File: src/common/rfid_opt_pkg.sv
// Shared constants and types for the protocol option register bank
package rfid_opt_pkg;

   // Register addresses
   localparam logic [7:0] ADDR_TYPE_A_OPTS    = 8'h10;
   localparam logic [7:0] ADDR_RX_START_MIRROR = 8'h11;
   localparam logic [7:0] ADDR_FIFO_WATERMARKS = 8'h14;
   localparam logic [7:0] ADDR_LOW_FIELD_LEVEL = 8'h16;

   // Type A option field positions
   localparam int PARITY_CHECK_OFF_BIT  = 5;
   localparam int SLOT_GRID_LONG_BIT    = 4;
   localparam int BITSTREAM_TX_DIRECT_BIT = 3;
   localparam int NIBBLE_RX_BIT         = 2;
   localparam int NORMAL_FRAMING_BIT    = 1;
   localparam int COLLISION_SIX_BIT     = 0;
   localparam int TYPE_A_WIDTH          = 6;

   // Receive start mirror position
   localparam int RX_START_BIT = 0;

   // Watermark field positions
   localparam int FIFO_HIGH_LSB = 2;
   localparam int FIFO_LOW_LSB  = 0;
   localparam int WATERMARK_WIDTH = 4;

   // Low field level field positions
   localparam int CLOCK_EXTRACT_OFF_BIT = 7;
   localparam int COLLISION_AVOID_LSB   = 0;

   // Reset values
   localparam logic [7:0] TYPE_A_OPTS_RESET    = 8'h00;
   localparam logic [7:0] FIFO_WATERMARKS_RESET = 8'h00;
   localparam logic [7:0] LOW_FIELD_LEVEL_RESET = 8'h00;

   // FIFO interrupt levels in bytes
   localparam logic [7:0] FIFO_HIGH_LVL0 = 8'h7C;
   localparam logic [7:0] FIFO_HIGH_LVL1 = 8'h78;
   localparam logic [7:0] FIFO_HIGH_LVL2 = 8'h70;
   localparam logic [7:0] FIFO_HIGH_LVL3 = 8'h60;
   localparam logic [7:0] FIFO_LOW_LVL0  = 8'h04;
   localparam logic [7:0] FIFO_LOW_LVL1  = 8'h08;
   localparam logic [7:0] FIFO_LOW_LVL2  = 8'h10;
   localparam logic [7:0] FIFO_LOW_LVL3  = 8'h20;

   // Collision error pulse counts
   localparam logic [2:0] COLLISION_PULSES_SEVEN = 3'h7;
   localparam logic [2:0] COLLISION_PULSES_SIX   = 3'h6;

   // Next-slot grid timing
   localparam int CLK_PERIOD_PS        = 8000;
   localparam int SLOT_GRID_SHORT_PS   = 18880000;
   localparam int SLOT_GRID_LONG_PS    = 37770000;
   localparam int SLOT_GRID_SHORT_CYC  = SLOT_GRID_SHORT_PS / CLK_PERIOD_PS;
   localparam int SLOT_GRID_LONG_CYC   = SLOT_GRID_LONG_PS / CLK_PERIOD_PS;
   localparam int SLOT_CNT_WIDTH       = 13;

   typedef logic [1:0] wm_code_t;
   typedef logic [2:0] ca_level_t;
   typedef logic [7:0] fifo_level_t;

endpackage : rfid_opt_pkg

File: src/common/option_link_if.sv
// Signals shared between the option bank and its FIFO and receive helpers
interface option_link_if;
   import rfid_opt_pkg::*;

   wm_code_t    fifo_high_code;
   wm_code_t    fifo_low_code;
   fifo_level_t fifo_level;
   logic        rx_active;
   logic        tx_active;
   logic        fifo_irq;
   logic        rx_sof;
   logic        rx_done;
   logic        rx_start_flag;
   logic        rx_done_pulse;

   modport ctrl (
      output fifo_high_code, fifo_low_code, fifo_level, rx_active, tx_active, rx_sof, rx_done,
      input  fifo_irq, rx_start_flag, rx_done_pulse
   );
   modport wm (
      input  fifo_high_code, fifo_low_code, fifo_level, rx_active, tx_active,
      output fifo_irq
   );
   modport rs (
      input  rx_sof, rx_done,
      output rx_start_flag, rx_done_pulse
   );
endinterface : option_link_if

File: src/verilog/rfid_protocol_option_registers.sv
// Type A option, receive mirror, FIFO watermark and low field level registers
//
// Contract
// - With the parity-off bit set, parity errors of received Type A frames are not reported.
// - The slot-grid bit picks an 18.88 us (0) or 37.77 us (1) grid for the next-slot timer.
// - With the direct bit-stream bit set, the encoder takes host bit-stream data, not FIFO data.
// - The nibble-receive bit selects byte reception (0) or 4-bit reply reception (1).
// - The framing bit selects anticollision framing with broken bytes (0) or whole bytes (1).
// - The collision-pulse bit selects seven (0) or six (1) subcarrier pulses for a collision.
// - Bit 0 of the receive-start mirror register reads the receive-start flag.
// - The receive-start flag rises at start of frame, holds during reception, and completion pulses.
// - During reception the FIFO interrupt fires at 124, 120, 112 or 96 bytes per the high code.
// - During transmission the FIFO interrupt fires at 4, 8, 16 or 32 bytes per the low code.
// - The watermark and low field level registers reset to 0x00 at reset and while enable is low.
// - The clock-extract-off bit disables the clock extractor.
// - The collision-avoidance level sets the low comparator threshold, whose output is driven out.
module rfid_protocol_option_registers
   import rfid_opt_pkg::*;
#(
   parameter int SLOT_SHORT_CYCLES = rfid_opt_pkg::SLOT_GRID_SHORT_CYC,
   parameter int SLOT_LONG_CYCLES  = rfid_opt_pkg::SLOT_GRID_LONG_CYC
) (
   // Clock and reset
   input  wire logic                      i_sys_clk,
   input  wire logic                      i_nrst,
   // Chip enable pin
   input  wire logic                      i_en,
   // Host register port
   input  wire logic [7:0]                i_reg_addr,
   input  wire logic [7:0]                i_reg_wdata,
   input  wire logic                      i_reg_wr,
   input  wire logic                      i_reg_rd,
   output      logic [7:0]                o_reg_rdata,
   output      logic                      o_reg_rvalid,
   // Type A receive and transmit path
   input  wire logic                      i_rx_parity_err,
   input  wire logic                      i_bitstream_bit,
   input  wire logic                      i_fifo_tx_bit,
   output      logic                      o_encoder_bit,
   output      logic                      o_parity_error,
   output      logic                      o_parity_check_off,
   output      logic                      o_bitstream_direct,
   output      logic                      o_nibble_rx,
   output      logic                      o_normal_framing,
   output      logic [2:0]                o_collision_pulses,
   // Next-slot timer
   input  wire logic                      i_slot_timer_run,
   output      logic                      o_slot_grid_long,
   output      logic                      o_slot_tick,
   // Receive progress
   input  wire logic                      i_rx_sof,
   input  wire logic                      i_rx_done,
   output      logic                      o_rx_start_flag,
   output      logic                      o_rx_done_irq,
   // FIFO status
   input  wire rfid_opt_pkg::fifo_level_t i_fifo_level,
   input  wire logic                      i_rx_active,
   input  wire logic                      i_tx_active,
   output      logic                      o_fifo_irq,
   // RF field detection
   input  wire rfid_opt_pkg::ca_level_t   i_rf_field_code,
   output      logic                      o_rf_low_above,
   output      logic                      o_clock_extract_en
);
   import rfid_opt_pkg::*;

   localparam logic [SLOT_CNT_WIDTH-1:0] SLOT_SHORT_LAST =
      SLOT_CNT_WIDTH'(SLOT_SHORT_CYCLES - 1);
   localparam logic [SLOT_CNT_WIDTH-1:0] SLOT_LONG_LAST =
      SLOT_CNT_WIDTH'(SLOT_LONG_CYCLES - 1);

   typedef struct packed {
      logic [TYPE_A_WIDTH-1:0]    type_a_opts;
      logic [WATERMARK_WIDTH-1:0] watermarks;
      logic                       clock_extract_off;
      ca_level_t                  collision_avoid_level;
      logic                       en_meta;
      logic                       en_sync;
      ca_level_t                  rf_meta;
      ca_level_t                  rf_sync;
      logic [7:0]                 rdata;
      logic                       rvalid;
      logic                       encoder_bit;
      logic                       parity_error;
      logic [2:0]                 collision_pulses;
      logic                       rf_low_above;
      logic                       clock_extract_en;
      logic [SLOT_CNT_WIDTH-1:0]  slot_cnt;
      logic                       slot_tick;
   } state_t;

   state_t state_r;
   state_t state_nxt;

   option_link_if link ();

   // Helpers working on the shared link
   fifo_watermark_check u_watermark (
      .i_sys_clk (i_sys_clk),
      .i_nrst    (i_nrst),
      .link      (link.wm)
   );

   rx_start_tracker u_rx_start (
      .i_sys_clk (i_sys_clk),
      .i_nrst    (i_nrst),
      .link      (link.rs)
   );

   assign link.fifo_high_code = state_r.watermarks[FIFO_HIGH_LSB +: 2];
   assign link.fifo_low_code  = state_r.watermarks[FIFO_LOW_LSB +: 2];
   assign link.fifo_level     = i_fifo_level;
   assign link.rx_active      = i_rx_active;
   assign link.tx_active      = i_tx_active;
   assign link.rx_sof         = i_rx_sof;
   assign link.rx_done        = i_rx_done;

   logic [7:0]                type_a_read;
   logic [7:0]                mirror_read;
   logic [7:0]                watermark_read;
   logic [7:0]                low_field_read;
   logic [SLOT_CNT_WIDTH-1:0] slot_last;

   always_comb begin
      type_a_read    = {2'h0, state_r.type_a_opts};
      mirror_read    = 8'h00;
      mirror_read[RX_START_BIT] = link.rx_start_flag;
      watermark_read = {4'h0, state_r.watermarks};
      low_field_read = 8'h00;
      low_field_read[CLOCK_EXTRACT_OFF_BIT] = state_r.clock_extract_off;
      low_field_read[COLLISION_AVOID_LSB +: 3] = state_r.collision_avoid_level;
      slot_last = state_r.type_a_opts[SLOT_GRID_LONG_BIT] ? SLOT_LONG_LAST : SLOT_SHORT_LAST;
   end

   always_comb begin
      state_nxt = state_r;

      // Enable pin synchroniser
      state_nxt.en_meta = i_en;
      state_nxt.en_sync = state_r.en_meta;
      // RF field code synchroniser
      state_nxt.rf_meta = i_rf_field_code;
      state_nxt.rf_sync = state_r.rf_meta;

      // Register writes, reserved bits dropped
      if (i_reg_wr) begin
         case (i_reg_addr)
            ADDR_TYPE_A_OPTS: begin
               state_nxt.type_a_opts = i_reg_wdata[TYPE_A_WIDTH-1:0];
            end
            ADDR_FIFO_WATERMARKS: begin
               state_nxt.watermarks = i_reg_wdata[WATERMARK_WIDTH-1:0];
            end
            ADDR_LOW_FIELD_LEVEL: begin
               state_nxt.clock_extract_off     = i_reg_wdata[CLOCK_EXTRACT_OFF_BIT];
               state_nxt.collision_avoid_level = i_reg_wdata[COLLISION_AVOID_LSB +: 3];
            end
            default: begin
               state_nxt.type_a_opts = state_r.type_a_opts;
            end
         endcase
      end

      // Enable low holds these two registers at their reset value
      if (!state_r.en_sync) begin
         state_nxt.watermarks            = FIFO_WATERMARKS_RESET[WATERMARK_WIDTH-1:0];
         state_nxt.clock_extract_off     = LOW_FIELD_LEVEL_RESET[CLOCK_EXTRACT_OFF_BIT];
         state_nxt.collision_avoid_level = LOW_FIELD_LEVEL_RESET[COLLISION_AVOID_LSB +: 3];
      end

      // Register reads answer one cycle later
      state_nxt.rvalid = i_reg_rd;
      if (i_reg_rd) begin
         case (i_reg_addr)
            ADDR_TYPE_A_OPTS:     state_nxt.rdata = type_a_read;
            ADDR_RX_START_MIRROR: state_nxt.rdata = mirror_read;
            ADDR_FIFO_WATERMARKS: state_nxt.rdata = watermark_read;
            ADDR_LOW_FIELD_LEVEL: state_nxt.rdata = low_field_read;
            default:              state_nxt.rdata = 8'h00;
         endcase
      end

      // Type A data path
      state_nxt.parity_error = i_rx_parity_err &&
                               !state_r.type_a_opts[PARITY_CHECK_OFF_BIT];
      state_nxt.encoder_bit = state_r.type_a_opts[BITSTREAM_TX_DIRECT_BIT] ?
                              i_bitstream_bit : i_fifo_tx_bit;
      state_nxt.collision_pulses = state_r.type_a_opts[COLLISION_SIX_BIT] ?
                                   COLLISION_PULSES_SIX : COLLISION_PULSES_SEVEN;

      // Low field comparator against the collision-avoidance threshold
      state_nxt.rf_low_above = (state_r.rf_sync >= state_r.collision_avoid_level);
      state_nxt.clock_extract_en = !state_r.clock_extract_off;

      // Next-slot grid timer
      state_nxt.slot_tick = 1'b0;
      if (!i_slot_timer_run) begin
         state_nxt.slot_cnt = '0;
      end else if (state_r.slot_cnt >= slot_last) begin
         state_nxt.slot_cnt  = '0;
         state_nxt.slot_tick = 1'b1;
      end else begin
         state_nxt.slot_cnt = state_r.slot_cnt + 1'b1;
      end
   end

   always_ff @(posedge i_sys_clk or negedge i_nrst) begin
      if (!i_nrst) begin
         state_r                       <= '0;
         state_r.type_a_opts           <= TYPE_A_OPTS_RESET[TYPE_A_WIDTH-1:0];
         state_r.watermarks            <= FIFO_WATERMARKS_RESET[WATERMARK_WIDTH-1:0];
         state_r.clock_extract_off     <= LOW_FIELD_LEVEL_RESET[CLOCK_EXTRACT_OFF_BIT];
         state_r.collision_avoid_level <= LOW_FIELD_LEVEL_RESET[COLLISION_AVOID_LSB +: 3];
         state_r.collision_pulses      <= COLLISION_PULSES_SEVEN;
         state_r.clock_extract_en      <= !LOW_FIELD_LEVEL_RESET[CLOCK_EXTRACT_OFF_BIT];
      end else begin
         state_r <= state_nxt;
      end
   end

   // Outputs
   assign o_reg_rdata        = state_r.rdata;
   assign o_reg_rvalid       = state_r.rvalid;
   assign o_encoder_bit      = state_r.encoder_bit;
   assign o_parity_error     = state_r.parity_error;
   assign o_parity_check_off = state_r.type_a_opts[PARITY_CHECK_OFF_BIT];
   assign o_bitstream_direct = state_r.type_a_opts[BITSTREAM_TX_DIRECT_BIT];
   assign o_nibble_rx        = state_r.type_a_opts[NIBBLE_RX_BIT];
   assign o_normal_framing   = state_r.type_a_opts[NORMAL_FRAMING_BIT];
   assign o_collision_pulses = state_r.collision_pulses;
   assign o_slot_grid_long   = state_r.type_a_opts[SLOT_GRID_LONG_BIT];
   assign o_slot_tick        = state_r.slot_tick;
   assign o_rx_start_flag    = link.rx_start_flag;
   assign o_rx_done_irq      = link.rx_done_pulse;
   assign o_fifo_irq         = link.fifo_irq;
   assign o_rf_low_above     = state_r.rf_low_above;
   assign o_clock_extract_en = state_r.clock_extract_en;

endmodule : rfid_protocol_option_registers

File: src/verilog/fifo_watermark_check.sv
// FIFO fill level comparison against the selected watermarks
module fifo_watermark_check (
   // Clock and reset
   input  wire logic       i_sys_clk,
   input  wire logic       i_nrst,
   // Link to the option bank
   option_link_if.wm       link
);
   import rfid_opt_pkg::*;

   typedef struct packed {
      logic fifo_irq;
   } state_t;

   state_t state_r;
   state_t state_nxt;

   function automatic fifo_level_t high_level(input wm_code_t code);
      case (code)
         2'h0:    high_level = FIFO_HIGH_LVL0;
         2'h1:    high_level = FIFO_HIGH_LVL1;
         2'h2:    high_level = FIFO_HIGH_LVL2;
         default: high_level = FIFO_HIGH_LVL3;
      endcase
   endfunction : high_level

   function automatic fifo_level_t low_level(input wm_code_t code);
      case (code)
         2'h0:    low_level = FIFO_LOW_LVL0;
         2'h1:    low_level = FIFO_LOW_LVL1;
         2'h2:    low_level = FIFO_LOW_LVL2;
         default: low_level = FIFO_LOW_LVL3;
      endcase
   endfunction : low_level

   always_comb begin
      state_nxt = state_r;
      state_nxt.fifo_irq =
         (link.rx_active && (link.fifo_level >= high_level(link.fifo_high_code))) ||
         (link.tx_active && (link.fifo_level <= low_level(link.fifo_low_code)));
   end

   always_ff @(posedge i_sys_clk or negedge i_nrst) begin
      if (!i_nrst) begin
         state_r <= '0;
      end else begin
         state_r <= state_nxt;
      end
   end

   assign link.fifo_irq = state_r.fifo_irq;

endmodule : fifo_watermark_check

File: src/verilog/rx_start_tracker.sv
// Receive-start flag held from start of frame to end of reception
module rx_start_tracker (
   // Clock and reset
   input  wire logic       i_sys_clk,
   input  wire logic       i_nrst,
   // Link to the option bank
   option_link_if.rs       link
);
   import rfid_opt_pkg::*;

   typedef struct packed {
      logic rx_start_flag;
      logic rx_done_pulse;
   } state_t;

   state_t state_r;
   state_t state_nxt;

   always_comb begin
      state_nxt = state_r;
      // A new start of frame wins over a completion in the same cycle
      if (link.rx_sof) begin
         state_nxt.rx_start_flag = 1'b1;
      end else if (link.rx_done) begin
         state_nxt.rx_start_flag = 1'b0;
      end
      state_nxt.rx_done_pulse = link.rx_done && state_r.rx_start_flag;
   end

   always_ff @(posedge i_sys_clk or negedge i_nrst) begin
      if (!i_nrst) begin
         state_r <= '0;
      end else begin
         state_r <= state_nxt;
      end
   end

   assign link.rx_start_flag = state_r.rx_start_flag;
   assign link.rx_done_pulse = state_r.rx_done_pulse;

endmodule : rx_start_tracker

File: config.mk
export PLATFORM = sky130hd
export DESIGN_NAME = rfid_protocol_option_registers
export DESIGN_NICKNAME = d
export VERILOG_FILES = /design/src/common/rfid_opt_pkg.sv /design/src/common/option_link_if.sv /design/src/verilog/rfid_protocol_option_registers.sv /design/src/verilog/fifo_watermark_check.sv /design/src/verilog/rx_start_tracker.sv
export SDC_FILE = /design/constraint.sdc
export NUM_CORES = 1
export LEC_CHECK = 0
export BUFFER_PORTS_ARGS = -buffer_cell sky130_fd_sc_hd__buf_2
export CAP_MARGIN = 20
export CELL_PAD_IN_SITES_DETAIL_PLACEMENT = 1
export CELL_PAD_IN_SITES_GLOBAL_PLACEMENT = 2
export CORE_MARGIN = 2
export CORE_UTILIZATION = 36
export DETAILED_ROUTE_END_ITERATION = 6
export GPL_ROUTABILITY_DRIVEN = 0
export PLACE_DENSITY = 0.85
export SYNTH_ARGS = -nofsm -noshare
export SYNTH_HDL_FRONTEND = slang
export SYNTH_SLANG_ARGS = --single-unit
File: constraint.sdc
create_clock -name i_sys_clk -period 5.9 [get_ports i_sys_clk]
set_clock_uncertainty 0.05 [all_clocks]
set_input_delay 1.18 -clock i_sys_clk [delete_from_list [all_inputs] [get_ports i_sys_clk]]
set_output_delay 1.18 -clock i_sys_clk [all_outputs]
set_load 0.02 [all_outputs]
==> impl_metrics.yaml <==
timing:
  period_needed_ps: 2450
  setup_tns_ps: 0
  rsz0062_at_grt: "false"
  post-route-period-util_pct: 41.4
  final_max_slew_viol_count: 0
  max_freq_mhz: 409
  hold_viol_final: 0
  tightest_slew_ps: 759
  max-slew-margin-rel_pct: 48.8
  setup_viol: 0
clock_tree:
  numClockSinks: 52
  clock_path_buffers: 2
  cts_tree: "done"
  holdBufCountCts: 0
  numCtsBuffers: 5
  cts-root-buf: "clkbuf_8"
  ctsResizeCount: 0
  clk_latency_ps: 310
  post-cts-setup-buffers: 0
  cts.clk_slew.worst_paths_ps: 100
  cts_max_level: 2
floorplan:
  coreArea_um2: 7250
  start_util_pct: 37.1
  dieArea_um2: 8170
  rows: 31
  die_w_um: 90.4
  dieHeight_um: 90.4
  io_pins: 65
power_and_ir_drop:
  p_sw_w: 0.000164
  p_int_w: 0.000520
  sw_frac_of_total_pct: 24.0
  seqPwrFrac_pct: 54.6
  p_per_area_nw_per_um2: 218
  ir_worst_vdd_v: 0.0000967
  pwr-share-comb_pct: 10.1
  p_leak_nw: 1.49
  p_clk_share_pct: 35.3
synth:
  netlist_instances: 242
  synth_edf_count: 0
  ys_seq_area_share_pct: 48.5
  synthArstFlopShare_pct: 100
  synth_most_common_cell: "dfrtp_1"
  yosysTopAreaCell: "dfrtp_1"
  yosysWarnings: 0
  synth-seq-cells: 52
  yosysTopAreaCellShare_pct: 46.6
  ys_types: 47
  synth_area_per_cell_um2: 11.1
  netlist_area_um2: 2690
  synth_area_leaders: "dfrtp_1 47%, ha_1 8.8%, mux2_2 3.8%, a211oi_1 3.6%, xor2_1 3.3%"
  synth.top_cells.by_count: "50 x dfrtp_1, 19 x ha_1, 13 x a211oi_1, 13 x nand3_1"
  yosys_most_used_dff: "dfrtp_1"
flow_run:
  drv_cap: 0
final_layout:
  areaGrowthSynthToFinish_pct: 16.7
  fillers: 857
  instances_no_fill: 395
  nNetsFinal: 354
  drive_gt1_share_pct: 29.1
  antennaDiodeCount: 0
global_route:
  grt_max_degree: 53
  grt-ovfl-total: 0
  grt_pass1_wl_mm: 10.1
  grt_pass1_vias: 2068
  antenna_found_initial: 0
  grt_util_all_layers_pct: 15.2
critical_path:
  critPathBufInv: 2
  path_cells: "inv_1 > ha_1 > nand2b_1 > a31oi_1 > o21ai_0 > buf_4 > a211oi_1"
  slowest_stage: "o21ai_0"
  r2r_start: "o_slot_grid_long$_DFFE_PN0P_"
  crit_type: "reg -> reg"
  crit_path_start: "o_slot_grid_long$_DFFE_PN0P_"
  worstPathMaxFanout: 8
  start_kind: "flop"
  crit_arrival_ps: 2550
  slowest_delay_ps: 620
  cp_top_family: "compound AO/OA/AOI/OAI gates"
  crit_path_end_kind: "flop"
  crit_required_ps: 6000
routing:
  via_count: 2003
  drc: 0
  wirelength_mm: 5.85
  routed_via_density: 5.07
  firstDrtPassIters: 4
  ant_nets: 0
  wl_per_cell_um: 14.8
  drt_iter0_drc: 87
placed_design:
  portBuffers: 60
  dp_cells: 386
  dp_hpwl_mm: 4.45
outcome:
  status: "complete, no violations"
hold_path:
  min_from: "state_nxt[36]$_DFF_PN0_"
  hold_class: "reg -> reg"
==> power groups by stage <==
stage | Sequential, W | Clock [W] | Combinational [W]
after floorplan | 0.000384 | 0 | 0.0000321
after global placement | 0.000381 | 0 | 0.0000685
after detailed placement | 0.000381 | 0 | 0.0000700
after CTS | 0.000374 | 0.000250 | 0.0000703
after global routing | 0.000375 | 0.000264 | 0.0000787
final | 0.000374 | 0.000241 | 0.0000693
==> cell usage in the layout (no fill, tap or decap), drive strengths merged, types with 4 or more instances in the layout <==
master   netlist  layout
buf           13      63
dfrtp         50      50
ha            19      19
a211oi        13      13
nand3         13      13
inv           12      12
nand2         12      12
o21ai         11      11
xor2          10      10
nor2           9       9
mux2           9       9
nand4          6       6
clkbuf         5       6
nand2b         5       5
o2bb2ai        4       4
==> logic make-up (layout without fill, tap and decap cells) <==
| family | count (synthesis) | count (layout) | synth area share, % |
|---|---|---|---|
| buf+inv | 30 | 83 | 5.77 |
| simple gates | 69 | 69 | 15.5 |
| fa+ha+maj | 19 | 19 | 8.85 |
| xor+xnor | 11 | 11 | 3.58 |
| other cells | 2 | 3 | 0.279 |
| flops | 52 | 52 | 48.5 |
| compound gates | 48 | 48 | 13.0 |
| mux | 11 | 11 | 4.52 |
==> through the flow <==
step                      utilization [%]  power [W]  area, um2  hold WS, ps  setup WS [ps]
final                                43.2   0.000685       3140          294           3450
after global routing                 43.2   0.000719       3140          314           3200
after CTS                            43.1   0.000694       3130          304           3390
after detailed placement             41.6   0.000451       3020          291           3200
after global placement               41.6   0.000449       3020          288           3220
after floorplan                         -   0.000416       2690          281           3490
==> sequential cells by signal, summed over array words and instances, names as in the netlist, 2 cells and up <==
name and flops:
link.fifo_low_code 2, link.fifo_high_code 2, o_reg_rdata 7, state_r 18
state_nxt 4, low_field_read 4
==> metal layers <==
layer | global-route usage (%) | routed length (um) | vias to the layer above | share of wire, %
li1 | - | - | 968 | -
met1 | 20.3 | 2710 | 980 | 46
met2 | 24.7 | 2770 | 48 | 47
met3 | 3.92 | 307 | 7 | 5.2
met4 | 3.59 | 63 | 0 | 1.1
met5 | 0 | 0 | - | 0
==> final cells by class <==
type	count	area (um2)	area share, %
multi-input cells	161	1230	39.3
well taps	99	124	3.95
clock inverters	2	35.0	1.12
clock buffers	6	72.6	2.31
flip-flops and latches	52	1300	41.6
repair buffers	63	323	10.3
inverters	12	45.0	1.44
==> worst paths after layout <==
check,cells past startpoint,end,slack (ps)
min,0,state_r[36]$_DFF_PN0_,290
max,7,state_r[9]$_DFF_PN0_,3450
min reg2reg,0,state_r[36]$_DFF_PN0_,290
min in group asynchronous,2,u_watermark.link.fifo_irq$_DFF_PN0_,930
max in group asynchronous,2,state_r[8]$_DFF_PN0_,4420
max reg2reg,7,state_r[9]$_DFF_PN0_,3450
Power figures use the tool's default switching activity.
